<file path="config.mk">
export PLATFORM = sky130hd
export DESIGN_NAME = crb_rx_route
export DESIGN_NICKNAME = d
export VERILOG_FILES = /design/src/hdl/crb_pkg.sv /design/src/hdl/crb_ptr_decode.sv /design/src/hdl/crb_rx_route.sv
export SDC_FILE = /design/constraint.sdc
export NUM_CORES = 1
export LEC_CHECK = 0
export BUFFER_PORTS_ARGS = -buffer_cell sky130_fd_sc_hd__buf_2
export CORE_MARGIN = 3
export CORE_UTILIZATION = 43
export DETAILED_ROUTE_END_ITERATION = 8
export SETUP_SLACK_MARGIN = 0.2
export SLEW_MARGIN = 10
export SYNTH_ARGS = -nofsm -noshare
export SYNTH_HDL_FRONTEND = slang
export SYNTH_SLANG_ARGS = --single-unit
</file>
<file path="constraint.sdc">
create_clock -name sys_clk -period 7.5 [get_ports sys_clk]
set_input_delay 0.75 -clock sys_clk [delete_from_list [all_inputs] [get_ports sys_clk]]
set_output_delay 0.75 -clock sys_clk [all_outputs]
set_load 0.05 [all_outputs]
</file>
<file path="src/hdl/crb_pkg.sv">
package crb_pkg;

  // ****************************************************
  // Register map (word index on the plain register port)
  // ****************************************************
  localparam int CRB_ADDR_W = 4;
  localparam logic [3:0] CRB_OFF_DEST_PTR = 4'h0;
  localparam logic [3:0] CRB_OFF_OVF_LOW = 4'h1;
  localparam logic [3:0] CRB_OFF_OVF_HIGH = 4'h2;
  localparam logic [3:0] CRB_OFF_IRQ_STAT = 4'h3;
  localparam logic [3:0] CRB_OFF_IRQ_MASK = 4'h4;
  localparam logic [3:0] CRB_OFF_ROUTE_STAT = 4'h5;

  // ****************************************************
  // Field layout and reset values
  // ****************************************************
  localparam int CRB_F15_LSB = 12;
  localparam int CRB_F14_LSB = 8;
  localparam int CRB_F13_LSB = 4;
  localparam int CRB_F12_LSB = 0;
  localparam logic [3:0] CRB_PTR_FIFO = 4'hf;
  localparam logic [15:0] CRB_DEST_PTR_RST = 16'h0000;
  localparam logic [15:0] CRB_OVF_RST = 16'h0000;
  localparam logic [15:0] CRB_IRQ_RST = 16'h0000;
  localparam int CRB_NUM_BUF = 32;

  // Interrupt status bits
  localparam int CRB_IRQ_OVF_LOW = 0;
  localparam int CRB_IRQ_OVF_HIGH = 1;
  localparam int CRB_IRQ_FIFO_HIT = 2;
  localparam int CRB_IRQ_BUF_HIT = 3;

  // Register port request
  typedef struct packed {
    logic wr;
    logic rd;
    logic [3:0] addr;
    logic [15:0] wdata;
  } crb_req_t;

  // Routing decision for one filter hit
  typedef struct packed {
    logic valid;
    logic to_fifo;
    logic [3:0] buf_idx;
  } crb_route_t;

endpackage

</file>
<file path="src/hdl/crb_ptr_decode.sv">
`timescale 1ns/10ps
`default_nettype none

// Turns one filter hit and the pointer word into a destination
module crb_ptr_decode (
  // Hit from the filter matcher
  input wire logic hit_valid,
  input wire logic [1:0] hit_sel,
  // Pointer register contents
  input wire logic [15:0] dest_ptr,
  // Decoded destination
  output var crb_pkg::crb_route_t route
);
  import crb_pkg::*;

  // Pick the 4-bit field of the hitting filter
  function automatic logic [3:0] field_of(input logic [15:0] p, input logic [1:0] s);
    case (s)
      2'h3: field_of = p[CRB_F15_LSB +: 4];
      2'h2: field_of = p[CRB_F14_LSB +: 4];
      2'h1: field_of = p[CRB_F13_LSB +: 4];
      default: field_of = p[CRB_F12_LSB +: 4];
    endcase
  endfunction

  wire logic [3:0] code;
  assign code = field_of(dest_ptr, hit_sel);
  assign route.valid = hit_valid;
  assign route.to_fifo = (code == CRB_PTR_FIFO);
  assign route.buf_idx = code;

endmodule // crb_ptr_decode
`default_nettype wire

</file>
<file path="src/hdl/crb_rx_route.sv">
`timescale 1ns/10ps
`default_nettype none

module crb_rx_route (
  // Clock, reset, enable
  input wire logic sys_clk,
  input wire logic srst,
  input wire logic clk_en,
  // Register port
  input wire logic [3:0] reg_addr,
  input wire logic [15:0] reg_wdata,
  input wire logic reg_wr,
  input wire logic reg_rd,
  output logic [15:0] reg_rdata,
  // Filter hit from the matcher (sel 3..0 = filter 15..12)
  input wire logic hit_valid,
  input wire logic [1:0] hit_sel,
  // Buffer full flags from message storage
  input wire logic [31:0] buf_full,
  // Storage command
  output logic store_valid,
  output logic store_to_fifo,
  output logic [4:0] store_buf,
  // Interrupt
  output logic irq
);
  import crb_pkg::*;

  // ****************************************************
  // Register port decode
  // ****************************************************
  crb_req_t req;
  assign req.wr = reg_wr;
  assign req.rd = reg_rd;
  assign req.addr = reg_addr;
  assign req.wdata = reg_wdata;

  wire logic wr_ptr = clk_en && req.wr && (req.addr == CRB_OFF_DEST_PTR);
  wire logic wr_ovl = clk_en && req.wr && (req.addr == CRB_OFF_OVF_LOW);
  wire logic wr_ovh = clk_en && req.wr && (req.addr == CRB_OFF_OVF_HIGH);
  wire logic wr_msk = clk_en && req.wr && (req.addr == CRB_OFF_IRQ_MASK);
  wire logic rd_stat = clk_en && req.rd && (req.addr == CRB_OFF_IRQ_STAT);

  // ****************************************************
  // State
  // ****************************************************
  logic [15:0] dest_ptr_r;
  logic [31:0] ovf_r, ovf_nxt;
  logic [15:0] stat_r, stat_nxt, mask_r;
  logic [15:0] rdata_nxt;
  logic [5:0] last_route_r;
  crb_route_t route;

  crb_ptr_decode u_dec (
    .hit_valid(hit_valid),
    .hit_sel(hit_sel),
    .dest_ptr(dest_ptr_r),
    .route(route)
  );

  // Limitation: pointer codes reach buffers 1 to 14 only, so flags 15 to 31
  // are reachable by software reads and clears but never set from a hit here.
  // The upper status bit therefore stays quiet in this block.
  // Code 0000 has no destination in the encoding, so such a hit is dropped
  wire logic route_ok = route.valid && (route.to_fifo || route.buf_idx != 4'h0);
  wire logic to_buf = route_ok && !route.to_fifo;
  wire logic [4:0] buf5 = {1'b0, route.buf_idx};
  wire logic ovf_hit = to_buf && buf_full[buf5];
  wire logic [31:0] ovf_set = ovf_hit ? (32'h0000_0001 << buf5) : 32'h0000_0000;

  // Write-zero-to-clear masks; non-addressed half keeps all ones
  // zero clears only
  wire logic [31:0] ovf_keep = {wr_ovh ? req.wdata : 16'hffff, wr_ovl ? req.wdata : 16'hffff};
  assign ovf_nxt = (ovf_r & ovf_keep) | ovf_set;

  // Sticky events; a read of the status register clears, a new event still wins
  wire logic [15:0] ev;
  assign ev = {12'h000, to_buf && !ovf_hit, route_ok && route.to_fifo,
               ovf_hit && buf5[4], ovf_hit && !buf5[4]};
  assign stat_nxt = (rd_stat ? 16'h0000 : stat_r) | (clk_en ? ev : 16'h0000);

  // Read mux; unmapped addresses return zero
  // low and high halves
  always_comb begin
    case (req.addr)
      CRB_OFF_DEST_PTR: rdata_nxt = dest_ptr_r;
      CRB_OFF_OVF_LOW: rdata_nxt = ovf_r[15:0];
      CRB_OFF_OVF_HIGH: rdata_nxt = ovf_r[31:16];
      CRB_OFF_IRQ_STAT: rdata_nxt = stat_r;
      CRB_OFF_IRQ_MASK: rdata_nxt = mask_r;
      CRB_OFF_ROUTE_STAT: rdata_nxt = {10'h000, last_route_r};
      default: rdata_nxt = 16'h0000;
    endcase
  end

  // Registers
  // zero reset
  always_ff @(posedge sys_clk) begin
    if (srst) begin
      dest_ptr_r <= CRB_DEST_PTR_RST;
      ovf_r <= {CRB_OVF_RST, CRB_OVF_RST};
      stat_r <= CRB_IRQ_RST;
      mask_r <= CRB_IRQ_RST;
      last_route_r <= 6'h00;
      reg_rdata <= 16'h0000;
      store_valid <= 1'b0;
      store_to_fifo <= 1'b0;
      store_buf <= 5'h00;
      irq <= 1'b0;
    end else if (clk_en) begin
      if (wr_ptr) begin
        dest_ptr_r <= req.wdata;
      end
      if (wr_msk) begin
        mask_r <= req.wdata;
      end
      ovf_r <= ovf_nxt;
      stat_r <= stat_nxt;
      reg_rdata <= req.rd ? rdata_nxt : 16'h0000;
      store_valid <= route_ok && !ovf_hit;
      store_to_fifo <= route_ok && route.to_fifo;
      store_buf <= route_ok ? buf5 : 5'h00;
      if (route_ok) begin
        last_route_r <= {1'b1, route.to_fifo, route.buf_idx};
      end
      irq <= |(stat_nxt & mask_r);
    end
  end
endmodule // crb_rx_route
`default_nettype wire

</file>
== After elaboration in Yosys (flattened, before gate mapping) ==
Cells that the tools add are included.
Word-level totals
  register bits after elaboration: 110
  bits in latches: 0
  RAM bits: 0
  memory bits (read-only): 0
  input port bits: 60
  output and inout port bits: 24
  logic and storage cells: 58
  memories kept: 0
Cells by class
  add/subtract/negate cells: 0
  multipliers: 0
  divide/modulo/power cells: 0
  order comparisons: 1
  eq/ne operators: 9
  shift-type cells: 1
  mux-type cells: 11
  bitwise logic cells: 4
  reduce and logical (&&, ||, !) cells: 22
Operators with widths (count)
  $pmux 16 s6: 1
  $mux 16: 4
  $and 32x32->32: 1
  $mux 32: 1
  $or 32x32->32: 1
  $shl 1x4->32 const A: 1
  $and 16x16->16: 1
  $or 16x4->16: 1
  $reduce_or 16->1: 1
  $logic_and 1x1->1: 13
  $pmux 4 s3: 1
  $eq 4x2->1 const B: 2
  $eq 4x3->1 const B: 2
  $mux 4: 2
  $lt 4x6->1 const B: 1
  $reduce_and 2->1: 3
  $bmux 1 s4: 1
  $eq 2x2->1 const B: 2
  $eq 4x1->1 const B: 1
  $eq 4x4->1 const B: 1
  $logic_not 4->1: 1
  $reduce_bool 4->1: 1
  $eq 2x1->1 const B: 1
  $logic_not 1->1: 2
  2 further kinds: 2

== Depth between registers and ports, before layout ==
Gate-level depths: netlist of the first run.
  depth in word-level cells: 13
  depth in mapped cells: 10
  mapped depth without buffers: 7

== Modules after synthesis ==
From an unflattened synthesis of the first run, not the netlist that was laid out.
Unflattened totals
  cell total of the unflattened synthesis: 543
  area, all modules: 4705.8 um2
Modules (own cells, without submodules)
  crb_rx_route: instances 1, cells each 537, area an instance 4599.4 um2, seq. area each 2182.1 um2
  crb_ptr_decode: instances 1, cells each 6, area an instance 106.4 um2, seq. area each 0.0 um2

== Worst setup path before layout of the first run ==
No wires, ideal clock.
  path kind: input to register
  from: in hit_sel[0]
  to: reg irq
  library setup time: 0.088 ns
  arrival time: 2.768 ns
  required time: 7.412 ns
  path slack: 4.643 ns
  stages on the path: 10
  buffers on the path: 3
  cell sequence: buf_6 > mux4_2 > buf_6 > or2_4 > buf_6 > o221a_4 > a22oi_4 > mux2_1 > nand3_1 > a311oi_2
On the way
  cells in the longest elaborated chain, start to end: 13
  elaborated cells on any way between the ends: 20
  classes of those cells: eq/ne (4); mux (4); bitwise (2); reduce/logical (10)
RTL lines
  start, declared: RTL line crb_rx_route.sv:17  | input wire logic [1:0] hit_sel,
  $eq 2x1->1 or $eq 2x2->1 (tied branches): RTL line crb_ptr_decode.sv:18  | case (s)
  $pmux 4 s3 *: RTL line crb_ptr_decode.sv:18
  parallel branches: the longest is 7 deep, another holds $bmux 1 s4
  $mux 4 *: RTL line crb_rx_route.sv:80  | assign stat_nxt = (rd_stat ? 16'h0000 : stat_r) | (clk_en ? ev : 16'h0000);
  $or 16x4->16 *: RTL line crb_rx_route.sv:80
  $and 16x16->16 *: RTL line crb_rx_route.sv:126  | irq <= |(stat_nxt & mask_r);
  $reduce_or 16->1 *: RTL line crb_rx_route.sv:126
  end signal, assigned: RTL line crb_rx_route.sv:126
  end, declared: RTL line crb_rx_route.sv:25  | output logic irq
Every way passes the cells marked *. The select of a mux whose other input is x is not followed.
A chain may end at the register's enable or synchronous reset.

== Worst setup path in the final report of the first run ==
  from: in reg_addr[2]
  to: reg mask_r[15]
On the way
  cells in the longest elaborated chain, start to end: 3
RTL lines
  start, declared: RTL line crb_rx_route.sv:10  | input wire logic [3:0] reg_addr,
  $eq 4x3->1: RTL line crb_rx_route.sv:41  | wire logic wr_msk = clk_en && req.wr && (req.addr == CRB_OFF_IRQ_MASK);
  $logic_and 1x1->1: RTL line crb_rx_route.sv:41
  $reduce_and 2->1 (no source line)
  end signal, assigned: RTL line crb_rx_route.sv:115  | mask_r <= req.wdata;
  end, declared: RTL line crb_rx_route.sv:49  | logic [15:0] stat_r, stat_nxt, mask_r;
Every way passes these cells.

==> impl_results.md, run 1 <==
- CTS root buffer: clkbuf_8
- Critical path class: primary input to flip-flop
- HP Class: flip-flop to flip-flop
- Max H-tree Level: 3
- Crit path cell chain: buf_2 -> nor3b_1 -> buf_4 -> nor2b_1 -> nand3_1 -> nand2_1 -> a21oi_1
- Slew headroom: 31.3%
- WL final: between 10 and 15 mm
- Placed insts: 714
- DIE HEIGHT: 111 µm
- Synth area leader: dfxtp_1
- DRC: 0
- Post-CTS setup buffers: 0
- Critical Path Stages: 7
- Setup violations, final: 0
- Ys flop type: dfxtp_1
- Area share of the largest cell type after synthesis: 46.3%
- Reg2Reg Depth: 7
- DRT Pass-1 Iters: 8
- Commonest non-fill, non-tap cell in the layout: dfxtp_1
- Post-CTS Hold Buffers: 0
- Vias after detailed routing: 4,320
- Sum of buffers and inverters on the critical path: 2
- Adder-Cell Fraction of Synth Area: 0%
- Final WS setup: 4.39 ns
- Mux cell area share after synthesis: 5.98%
- Layout cells sized above 1: 19.2%
- Largest family of logic cells by synthesized area: simple AND/OR/NAND/NOR gates
- Final period utilization: 41.5%
- Worst-Skew Late Latency: 0.38 ns
- Core area: 10,500 µm²
- Warnings from Yosys: 0
- CP startpoint kind: primary input
- Clock skew: 0.00901 ns
- All-layer global routing usage: 23.0%
- Final hold violations: 0
- Max cap viols: 0
- CTS Buf Count: 9
- Sequential area share after synthesis: between 40 and 50%
- Fin crit period: about 3.1 ns
- Post-synthesis xor/xnor area fraction: 0%
- Leakage power: 1.86 nW
- Total grt overflow: 0
- Worst hold slack: approximately 0.46 ns
- Status: complete, no violations
- Worst-margin pin slew: slightly above 1 ns
- Cell area after synthesis: between 4000 and 5000 µm²
- Min-delay src: last_route_r[5]$_SDFFE_PP0P_
- Initial Utilization: between 40 and 50%
- VDD IR-drop max: 0.122 mV
- Place WS: slightly above 4 ns
- RR Startpoint: dest_ptr_r[13]$_SDFFE_PP0P_
- Syn_nets: approximately 600
- Asr flop ratio synth: 0%
- Fin util: 50.4%
- Pwr dens: 186 nW/µm²
- Synth Area in Simple Gates: 22.2%
- Worst setup path startpoint: reg_addr[2]
- Clk pin slew, worst setup/hold paths: 0.11 ns
- CTS Buffer Depth: 2
- Pwr Total: ~1 mW
- Most frequent cells in the layout: 109 x dfxtp_1, 91 x nand2_1, 79 x a21oi_1
- Post-route ant nets: 0
- Initial antenna violation count: 0
- Setup crit end kind: flip-flop
- Compound-Gate Fraction of Synth Area: between 20% and 30%
- Fmax: roughly 320 MHz
- First-pass GRT wire length: ~22 mm
- Register bit total from synthesis: 109
- Setup TNS: 0 ns
- Critical Path AT: 3.34 ns
- Cell Area, Placed: just over 5000 µm²
- Area Overhead vs Synth: 12.4%
- CP max stage cell: nor2b_1
- Yosys cell types: 51
- Finished Layout Cells: 730
- Syn_area_per_cell: ~8.7 µm²
- CTS tree: built
- Pins Over Slew Limit: 0
- Synthesized instance count: 543
- WL per Instance: 19.5 µm
- Vias per std cell: 5.92
- Ant. Diodes: 0
- Largest net degree at the start of global routing: 99
- CP delay by family, top: simple AND/OR/NAND/NOR gates
- Chip Width: 111 µm
- NumNets Final: around 650
- Synth top area cells: dfxtp_1 46%, a21oi_1 8.4%, nand2_1 7.3%
- RSZ-0062 raised after global routing: no
- Buffers added on ports: 66
- # rows: 37
- Final GP Congestion: 0.918
- Worst Hold Path Cells: 2
- DP HPWL: 9.74 mm
- Vias in the first global route: around 4,000
- Io pins: 84
- Worst EP required: 7.73 ns
- Fin area: 5290 µm²
- Iter 0 DRT Violations: between 400 and 500
- # clock sinks: 109
- Die area: 12,200 µm²
- Worst Path Max Fanout: 16
- Post-synth EDFFs: 0
- Post-CTS sizing: 0
- Max stage delay on crit path: approximately 0.83 ns
- Fill count: roughly 1,000
[logic make-up after synthesis]
kind of cell	Yosys count
and+or+nand+nor	212
muxes	21
DFF	109
buffers and inverters	44
AOI/OAI and AO/OA	156
other	1
[worst register-to-register path, stage by stage (launching register included)]
cell	delay, ns
dfxtp_1	0.39
mux4_2	0.66
nand2_2	0.21
nor3_1	0.09
or3b_4	0.42
or4_4	0.48
o21a_1	0.21
nor2_1	0.07
[worst paths after layout]
kind / endpoint / slack [ns]
setup / recovery: mask_r[15]$_SDFFE_PP0P_ / 4.39
hold reg to reg: last_route_r[5]$_SDFFE_PP0P_ / 0.46
hold / removal: last_route_r[5]$_SDFFE_PP0P_ / 0.46
setup reg to reg: ovf_r[9]$_SDFFE_PP0P_ / 4.91
[area by class of cell]
type	count	area (µm²)	area share (%)
clock buffers	9	124	2.34
multi-input cells	390	2350	44.5
well taps	136	170	3.21
repair buffers	73	383	7.23
clock inverters	7	58.8	1.11
inverters	6	22.5	0.425
flip-flops and latches	109	2180	41.2
[cell usage after synthesis, types with 2 or more instances]
cell type  count
dfxtp_1      109
nand2_1       91
a21oi_1       79
nor2_1        44
clkbuf_1      33
a22oi_1       22
nor3b_1       20
a222oi_1      17
o21ai_0       17
and2_1        13
nand3_1       10
mux2i_1        9
nor2b_1        8
o21a_1         7
mux2_2         6
nand2b_1       6
mux4_2         5
inv_1          4
o21ai_1        4
buf_6          3
and3_1         2
clkinv_1       2
nand4b_1       2
nor4_1         2
or4_4          2
[flip-flops by register name, summed over array words and instances (netlist names)]
register	flops
store_valid	1
store_to_fifo	1
mask_r	16
dest_ptr_r	16
last_route_r	6
reg_rdata	16
store_buf	4
ovf_r	32
irq	1
stat_r	16
[per-layer routing]
layer  GRT usage, %  share of wire, %  vias to the layer above
li1               -                 -                     2031
met1           31.7                42                     2052
met2           36.1                47                      212
met3           5.40               9.2                       25
met4           6.49               1.9                        0
met5              0                 0                        -
[power by group]
group          leakage (nW)  internal (mW)  total [mW]  switching [mW]
logic                 0.899         0.0197      0.0637          0.0440
registers             0.878          0.580       0.582         0.00159
clock network        0.0800          0.125       0.338           0.214
total                  1.86          0.725       0.984           0.259
Power figures use the tool's default switching activity.
==> inputs of run 2 (changes only) <==
Settings changed: PLACE_DENSITY set to 0.67.
Clock period 7.5 ns to 2.7 ns, I/O delays scaled along.
==> run 2 against run 1 <==
Wire length barely moved. Final cell count is 2.6% higher. Design area increased by 3.4%. Sequential share of layout area shrank 1.3 points. Flip-flop and latch count unchanged. Via count rose by 1.3%. Clock skew grew 0.00079 ns. Critical path depth stayed put. Core utilization is 1.7 points higher. Critical path type is now flip-flop to flip-flop. Critical endpoint is now irq$_SDFFE_PP0P_. Largest cell class unchanged. Highest routed layer unchanged.
==> impl_results.md, run 2 (synthesized netlist as in run 1, its figures left out) <==
- Status: complete, no violations (unchanged)
- VDD IR-drop max: 0.330 mV (was 0.122 mV)
- Final WS setup: 0.267 ns (was 4.39 ns)
- Worst Path Max Fanout: 8 (was 16)
- Worst Hold Path Cells: 3 (was 2)
- Max H-tree Level: 3 (unchanged)
- Cell Area, Placed: 5210 µm² (was 5110 µm²)
- # clock sinks: 109 (unchanged)
- Critical path class: flip-flop to flip-flop (was primary input to flip-flop)
- Vias per std cell: 5.84 (was 5.92)
- CTS tree: built (unchanged)
- Clk pin slew, worst setup/hold paths: 0.10 ns (was 0.11 ns)
- Reg2Reg Depth: 7 (unchanged)
- Final hold violations: 0 (unchanged)
- Fin crit period: 2.43 ns
- Biggest register: ovf_r (unchanged)
- CTS root buffer: clkbuf_8 (unchanged)
- Initial Utilization: 44.8% (unchanged)
- Commonest non-fill, non-tap cell in the layout: dfxtp_1 (unchanged)
- Post-route ant nets: 0 (unchanged)
- DRC: 0 (unchanged)
- Vias after detailed routing: 4,376 (was 4,320)
- Vias in the first global route: 4,145 (was 4,043)
- Slew headroom: 18.6% (was 31.3%)
- Final GP Congestion: 0.905 (was 0.918)
- HP Class: primary input to flip-flop (was flip-flop to flip-flop)
- Layout cells sized above 1: 22.3% (was 19.2%)
- Place WS: 0.113 ns (was 4.09 ns)
- Final period utilization: 90.1%
- Initial antenna violation count: 0 (unchanged)
- All-layer global routing usage: 22.9% (was 23.0%)
- RR Startpoint: dest_ptr_r[1]$_SDFFE_PP0P_ (was dest_ptr_r[13]$_SDFFE_PP0P_)
- DIE HEIGHT: 111 µm (unchanged)
- Worst-Skew Late Latency: 0.38 ns (about the same)
- Fmax: ~410 MHz
- NumNets Final: 668 (was 649)
- Max cap viols: 0 (unchanged)
- Total grt overflow: 0 (unchanged)
- Most frequent cells in the layout: 106 x dfxtp_1, 91 x nand2_1, 79 x a21oi_1 (was 109 x dfxtp_1, 91 x nand2_1, 79 x a21oi_1)
- Min-Delay Endpoint: dest_ptr_r[5]$_SDFFE_PP0P_ (was last_route_r[5]$_SDFFE_PP0P_)
- First-pass GRT wire length: 22.4 mm (was 22.3 mm)
- Pwr dens: 517 nW/µm² (was 186 nW/µm²)
- WL final: 14.2 mm (about the same)
- Setup violations, final: 0 (unchanged)
- Buffers added on ports: 66 (unchanged)
- Area Overhead vs Synth: 16.2% (was 12.4%)
- Critical Path AT: 2.71 ns (was 3.34 ns)
- Ant. Diodes: 0 (unchanged)
- Setup TNS: 0 ns (unchanged)
- WL per Instance: 19.0 µm (was 19.5 µm)
- Pins Over Slew Limit: 0 (unchanged)
- # rows: 37 (unchanged)
- Fin area: 5470 µm² (was 5290 µm²)
- Iter 0 DRT Violations: 476 (was 492)
- RSZ-0062 raised after global routing: no (unchanged)
- CTS Buf Count: 9 (unchanged)
- Largest net degree at the start of global routing: 97 (was 99)
- Io pins: 84 (unchanged)
- Die area: 12,200 µm² (unchanged)
- Worst EP required: 2.98 ns (was 7.73 ns)
- DRT Pass-1 Iters: 7 (was 8)
- RR Endpoint: irq$_SDFFE_PP0P_ (was ovf_r[9]$_SDFFE_PP0P_)
- Leakage power: 1.97 nW (was 1.86 nW)
- Post-CTS Hold Buffers: 0 (unchanged)
- Max reg flops: 32 (unchanged)
- CP startpoint kind: flip-flop (was primary input)
- Min-delay src: reg_wdata[5] (was last_route_r[5]$_SDFFE_PP0P_)
- R2R Setup Slk: 0.27 ns (was 4.91 ns)
- Worst-margin pin slew: 1.22 ns (was 1.03 ns)
- DP HPWL: 10.0 mm (was 9.74 mm)
- CTS Buffer Depth: 2 (unchanged)
- Core area: 10,500 µm² (unchanged)
- Setup crit end kind: flip-flop (unchanged)
- Clock skew: 0.00980 ns (was 0.00901 ns)
- Chip Width: 111 µm (unchanged)
[run 2: changes by cell type in the layout (fill, tap and decap cells not counted), sizes merged]
cell / delta
buf: +19
inv: -1
clkinv: -1
bufinv: +1
clkinvlp: -2
clkbuf: +3
[run 2: how the worst max path moves through the flow]
stage                                     startpoint                       end  slack, ns  depth (start not counted)
after CTS                 dest_ptr_r[9]$_SDFFE_PP0P_          irq$_SDFFE_PP0P_       0.23                          7
after detailed placement                  hit_sel[0]  store_valid$_SDFFE_PP0P_       0.11                          8
after global routing      dest_ptr_r[9]$_SDFFE_PP0P_     ovf_r[9]$_SDFFE_PP0P_       0.21                          7
after floorplan                           hit_sel[0]          irq$_SDFFE_PP0P_       0.32                         10
final                     dest_ptr_r[1]$_SDFFE_PP0P_          irq$_SDFFE_PP0P_       0.27                          7
after global placement                    hit_sel[0]  store_valid$_SDFFE_PP0P_       0.14                          8
[run 2: repair_timing]
item | 4_1_cts | 5_1_grt
endpoints found under the setup margin | 0 | 14
setup buffers | 0 | 6
resized for setup | 0 | 5
[run 2: cell type report]
class / count / area (µm²)
Multi-Input combinational cell: 390 / 2360
Fill cell: 1011 / 5040
Sequential cell: 109 / 2190
Timing Repair Buffer: 92 / 526
Tap cell: 136 / 170
Clock inverter: 4 / 53.8
Clock buffer: 12 / 155
Inverter: 6 / 22.5
[run 2: routing by layer]
metal	global-route usage, %	up-vias	share of wire (%)
met5	0	-	0
met4	8.54	0	3.8
met3	5.51	41	8.4
met2	36.1	221	45
met1	30.4	2049	42
li1	-	2065	-
[run 2: report_power, final]
group / internal (mW) / switching, mW
registers: 1.61 / 0.00433
clock network: 0.484 / 0.549
logic: 0.0589 / 0.123
[run 2: critical path, stage by stage (launching register included)]
cell	delay, ns
dfxtp_2	0.36
mux4_2	0.60
or2_4	0.33
o221a_4	0.27
a22oi_4	0.21
mux2_2	0.23
nand3_1	0.11
a311oi_2	0.23
[run 2: per-stage QoR]
stage / total power [mW] / utilization [%] / cells / hold WS, ns
after global placement: 1.83 / 49.6 / 727 / 0.437
after floorplan: 1.75 / - / 543 / 0.406
after CTS: 2.85 / 51.6 / 743 / 0.142
final: 2.83 / 52.1 / 749 / 0.154
after global routing: 2.93 / 52.1 / 749 / 0.148
after detailed placement: 1.83 / 49.6 / 727 / 0.447
==> inputs of run 3 (changes only) <==
Settings changed: CORE_UTILIZATION 43 to 45, PLACE_DENSITY 0.67 to 0.69.
==> run 3 against run 2 <==
Core utilization grew 2.4 points. Clock-buffer cell count is the same. Via count shrank 0.16%. Critical endpoint is now ovf_r[10]$_SDFFE_PP0P_.
==> impl_results.md, run 3 (synthesized netlist as in run 1, its figures left out) <==
- Status: complete, no violations (unchanged)
- HP Class: primary input to flip-flop (unchanged)
- Setup crit end kind: flip-flop (unchanged)
- Slew headroom: 30.9% (was 18.6%)
- Finished Layout Cells: 743 (was 749)
- Final GP Congestion: 0.928 (was 0.905)
- DRT Pass-1 Iters: 5 (was 7)
- Post-CTS Hold Buffers: 0 (unchanged)
- Setup violations, final: 0 (unchanged)
- Critical path class: flip-flop to flip-flop (unchanged)
- Pins Over Slew Limit: 0 (unchanged)
- Fin crit period: 2.39 ns (was 2.43 ns)
- Buffers added on ports: 66 (unchanged)
- First-pass GRT wire length: 21.9 mm (was 22.4 mm)
- CP startpoint kind: flip-flop (unchanged)
- CTS Buffer Depth: 2 (unchanged)
- Total grt overflow: 0 (unchanged)
- Pwr dens: 504 nW/µm² (was 517 nW/µm²)
- Setup TNS: 0 ns (unchanged)
- DRC: 0 (unchanged)
- Clk pin slew, worst setup/hold paths: 0.10 ns (about the same)
- # clock sinks: 109 (unchanged)
- Final period utilization: 88.5% (was 90.1%)
- Max reg flops: 32 (unchanged)
- Final WS setup: 0.309 ns (was 0.267 ns)
- Place WS: 0.124 ns (was 0.113 ns)
- VDD IR-drop max: 0.277 mV (was 0.330 mV)
- DP HPWL: 10.1 mm (was 10.0 mm)
- Largest net degree at the start of global routing: 53 (was 97)
- Max stage delay on crit path: 0.57 ns (was 0.60 ns)
- Core area: 9950 µm² (was 10,500 µm²)
- Pwr Total: 2.73 mW (was 2.83 mW)
- Max H-tree Level: 3 (unchanged)
- Sum of buffers and inverters on the critical path: 1 (was 0)
- Final hold violations: 0 (unchanged)
- Vias in the first global route: 4,105 (was 4,145)
- Most frequent cells in the layout: 108 x dfxtp_1, 91 x nand2_1, 79 x a21oi_1 (was 106 x dfxtp_1, 91 x nand2_1, 79 x a21oi_1)
- CP max stage cell: mux4_2 (unchanged)
- DIE HEIGHT: 108 µm (was 111 µm)
- Commonest non-fill, non-tap cell in the layout: dfxtp_1 (unchanged)
- Critical Path AT: 2.70 ns (was 2.71 ns)
- Worst-margin pin slew: 1.03 ns (was 1.22 ns)
- Iter 0 DRT Violations: 513 (was 476)
- Area Overhead vs Synth: 15.2% (was 16.2%)
- Placed insts: 720 (was 727)
- CP delay by family, top: simple AND/OR/NAND/NOR gates (was multiplexers)
- Vias after detailed routing: 4,369 (was 4,376)
- WL final: 14.0 mm (was 14.2 mm)
- Initial Utilization: 47.3% (was 44.8%)
- Worst-Skew Late Latency: 0.37 ns (was 0.38 ns)
- Fill count: 967 (was 1,011)
- All-layer global routing usage: 24.3% (was 22.9%)
- Layout cells sized above 1: 21.6% (was 22.3%)
- CTS tree: built (unchanged)
- Worst Path Max Fanout: 6 (was 8)
- CTS Buf Count: 9 (unchanged)
- Max cap viols: 0 (unchanged)
- # rows: 36 (was 37)
- Initial antenna violation count: 0 (unchanged)
- Leakage power: 1.96 nW (was 1.97 nW)
- Worst EP required: 3.01 ns (was 2.98 ns)
- Biggest register: ovf_r (unchanged)
- RSZ-0062 raised after global routing: no (unchanged)
- WL per Instance: 18.9 µm (was 19.0 µm)
- Fin util: 54.5% (was 52.1%)
- Fmax: 418 MHz (was 411 MHz)
- CTS root buffer: clkbuf_8 (unchanged)
- Clock skew: 0.0106 ns (was 0.00980 ns)
- Post-route ant nets: 0 (unchanged)
- Io pins: 84 (unchanged)
- Crit path cell chain: mux4_2 -> clkinv_1 -> nor3_1 -> or3b_4 -> or4_4 -> o21a_1 -> nor2_1 (was mux4_2 -> or2_4 -> o221a_4 -> a22oi_4 -> mux2_2 -> nand3_1 -> a311oi_2)
- NumNets Final: 665 (was 668)
- Chip Width: 108 µm (was 111 µm)
- Vias per std cell: 5.88 (was 5.84)
- Die area: 11,700 µm² (was 12,200 µm²)
- Ant. Diodes: 0 (unchanged)
run 3: per-stage QoR:
step,hold WS (ns),area [µm²]
6_report,0.164,5420
2_1_floorplan,0.406,4710
4_1_cts,0.159,5360
3_3_place_gp,0.434,5170
5_1_grt,0.159,5420
3_5_place_dp,0.452,5170
run 3: repair_timing:
action	in CTS	in global routing
gates resized for setup	0	4
setup endpoints to repair	0	15
buffers inserted	0	7
run 3: area by class of cell:
cell class                      instances  area (µm²)  share of cell area, %
Sequential cell                       109        2180                   40.3
Tap cell                              133         166                   3.07
Multi-Input combinational cell        390        2360                   43.6
Timing Repair Buffer                   89         503                   9.27
Clock inverter                          4        30.0                  0.554
Clock buffer                           12         155                   2.86
Inverter                                6        22.5                  0.415
run 3: final timing paths:
check                                    start                            to  slack [ns]  cells past startpoint
hold reg to reg   last_route_r[5]$_SDFFE_PP0P_  last_route_r[5]$_SDFFE_PP0P_        0.46                      2
setup reg to reg   dest_ptr_r[11]$_SDFFE_PP0P_        ovf_r[10]$_SDFFE_PP0P_        0.31                      7
hold / removal                    reg_wdata[3]    dest_ptr_r[3]$_SDFFE_PP0P_        0.16                      3
setup / recovery   dest_ptr_r[11]$_SDFFE_PP0P_        ovf_r[10]$_SDFFE_PP0P_        0.31                      7
run 3: worst register-to-register path, cell delays in order, from the launching register on:
cell	delay [ns]
dfxtp_1	0.37
mux4_2	0.57
clkinv_1	0.14
nor3_1	0.08
or3b_4	0.42
or4_4	0.48
o21a_1	0.20
nor2_1	0.08
run 3: power breakdown:
part / leakage [nW] / internal (mW) / switching (mW)
Sequential: 0.878 / 1.61 / 0.00435
Clock: 0.0930 / 0.390 / 0.547
Combinational: 0.987 / 0.0596 / 0.122
Total: 1.96 / 2.06 / 0.674
run 3: per-layer routing:
layer	part of all wire, %	global-route usage (%)	up-vias
met5	0	0	-
met3	7.5	4.18	35
li1	-	-	2062
met1	41	32.4	2090
met4	3.6	9.47	0
met2	48	39.4	182
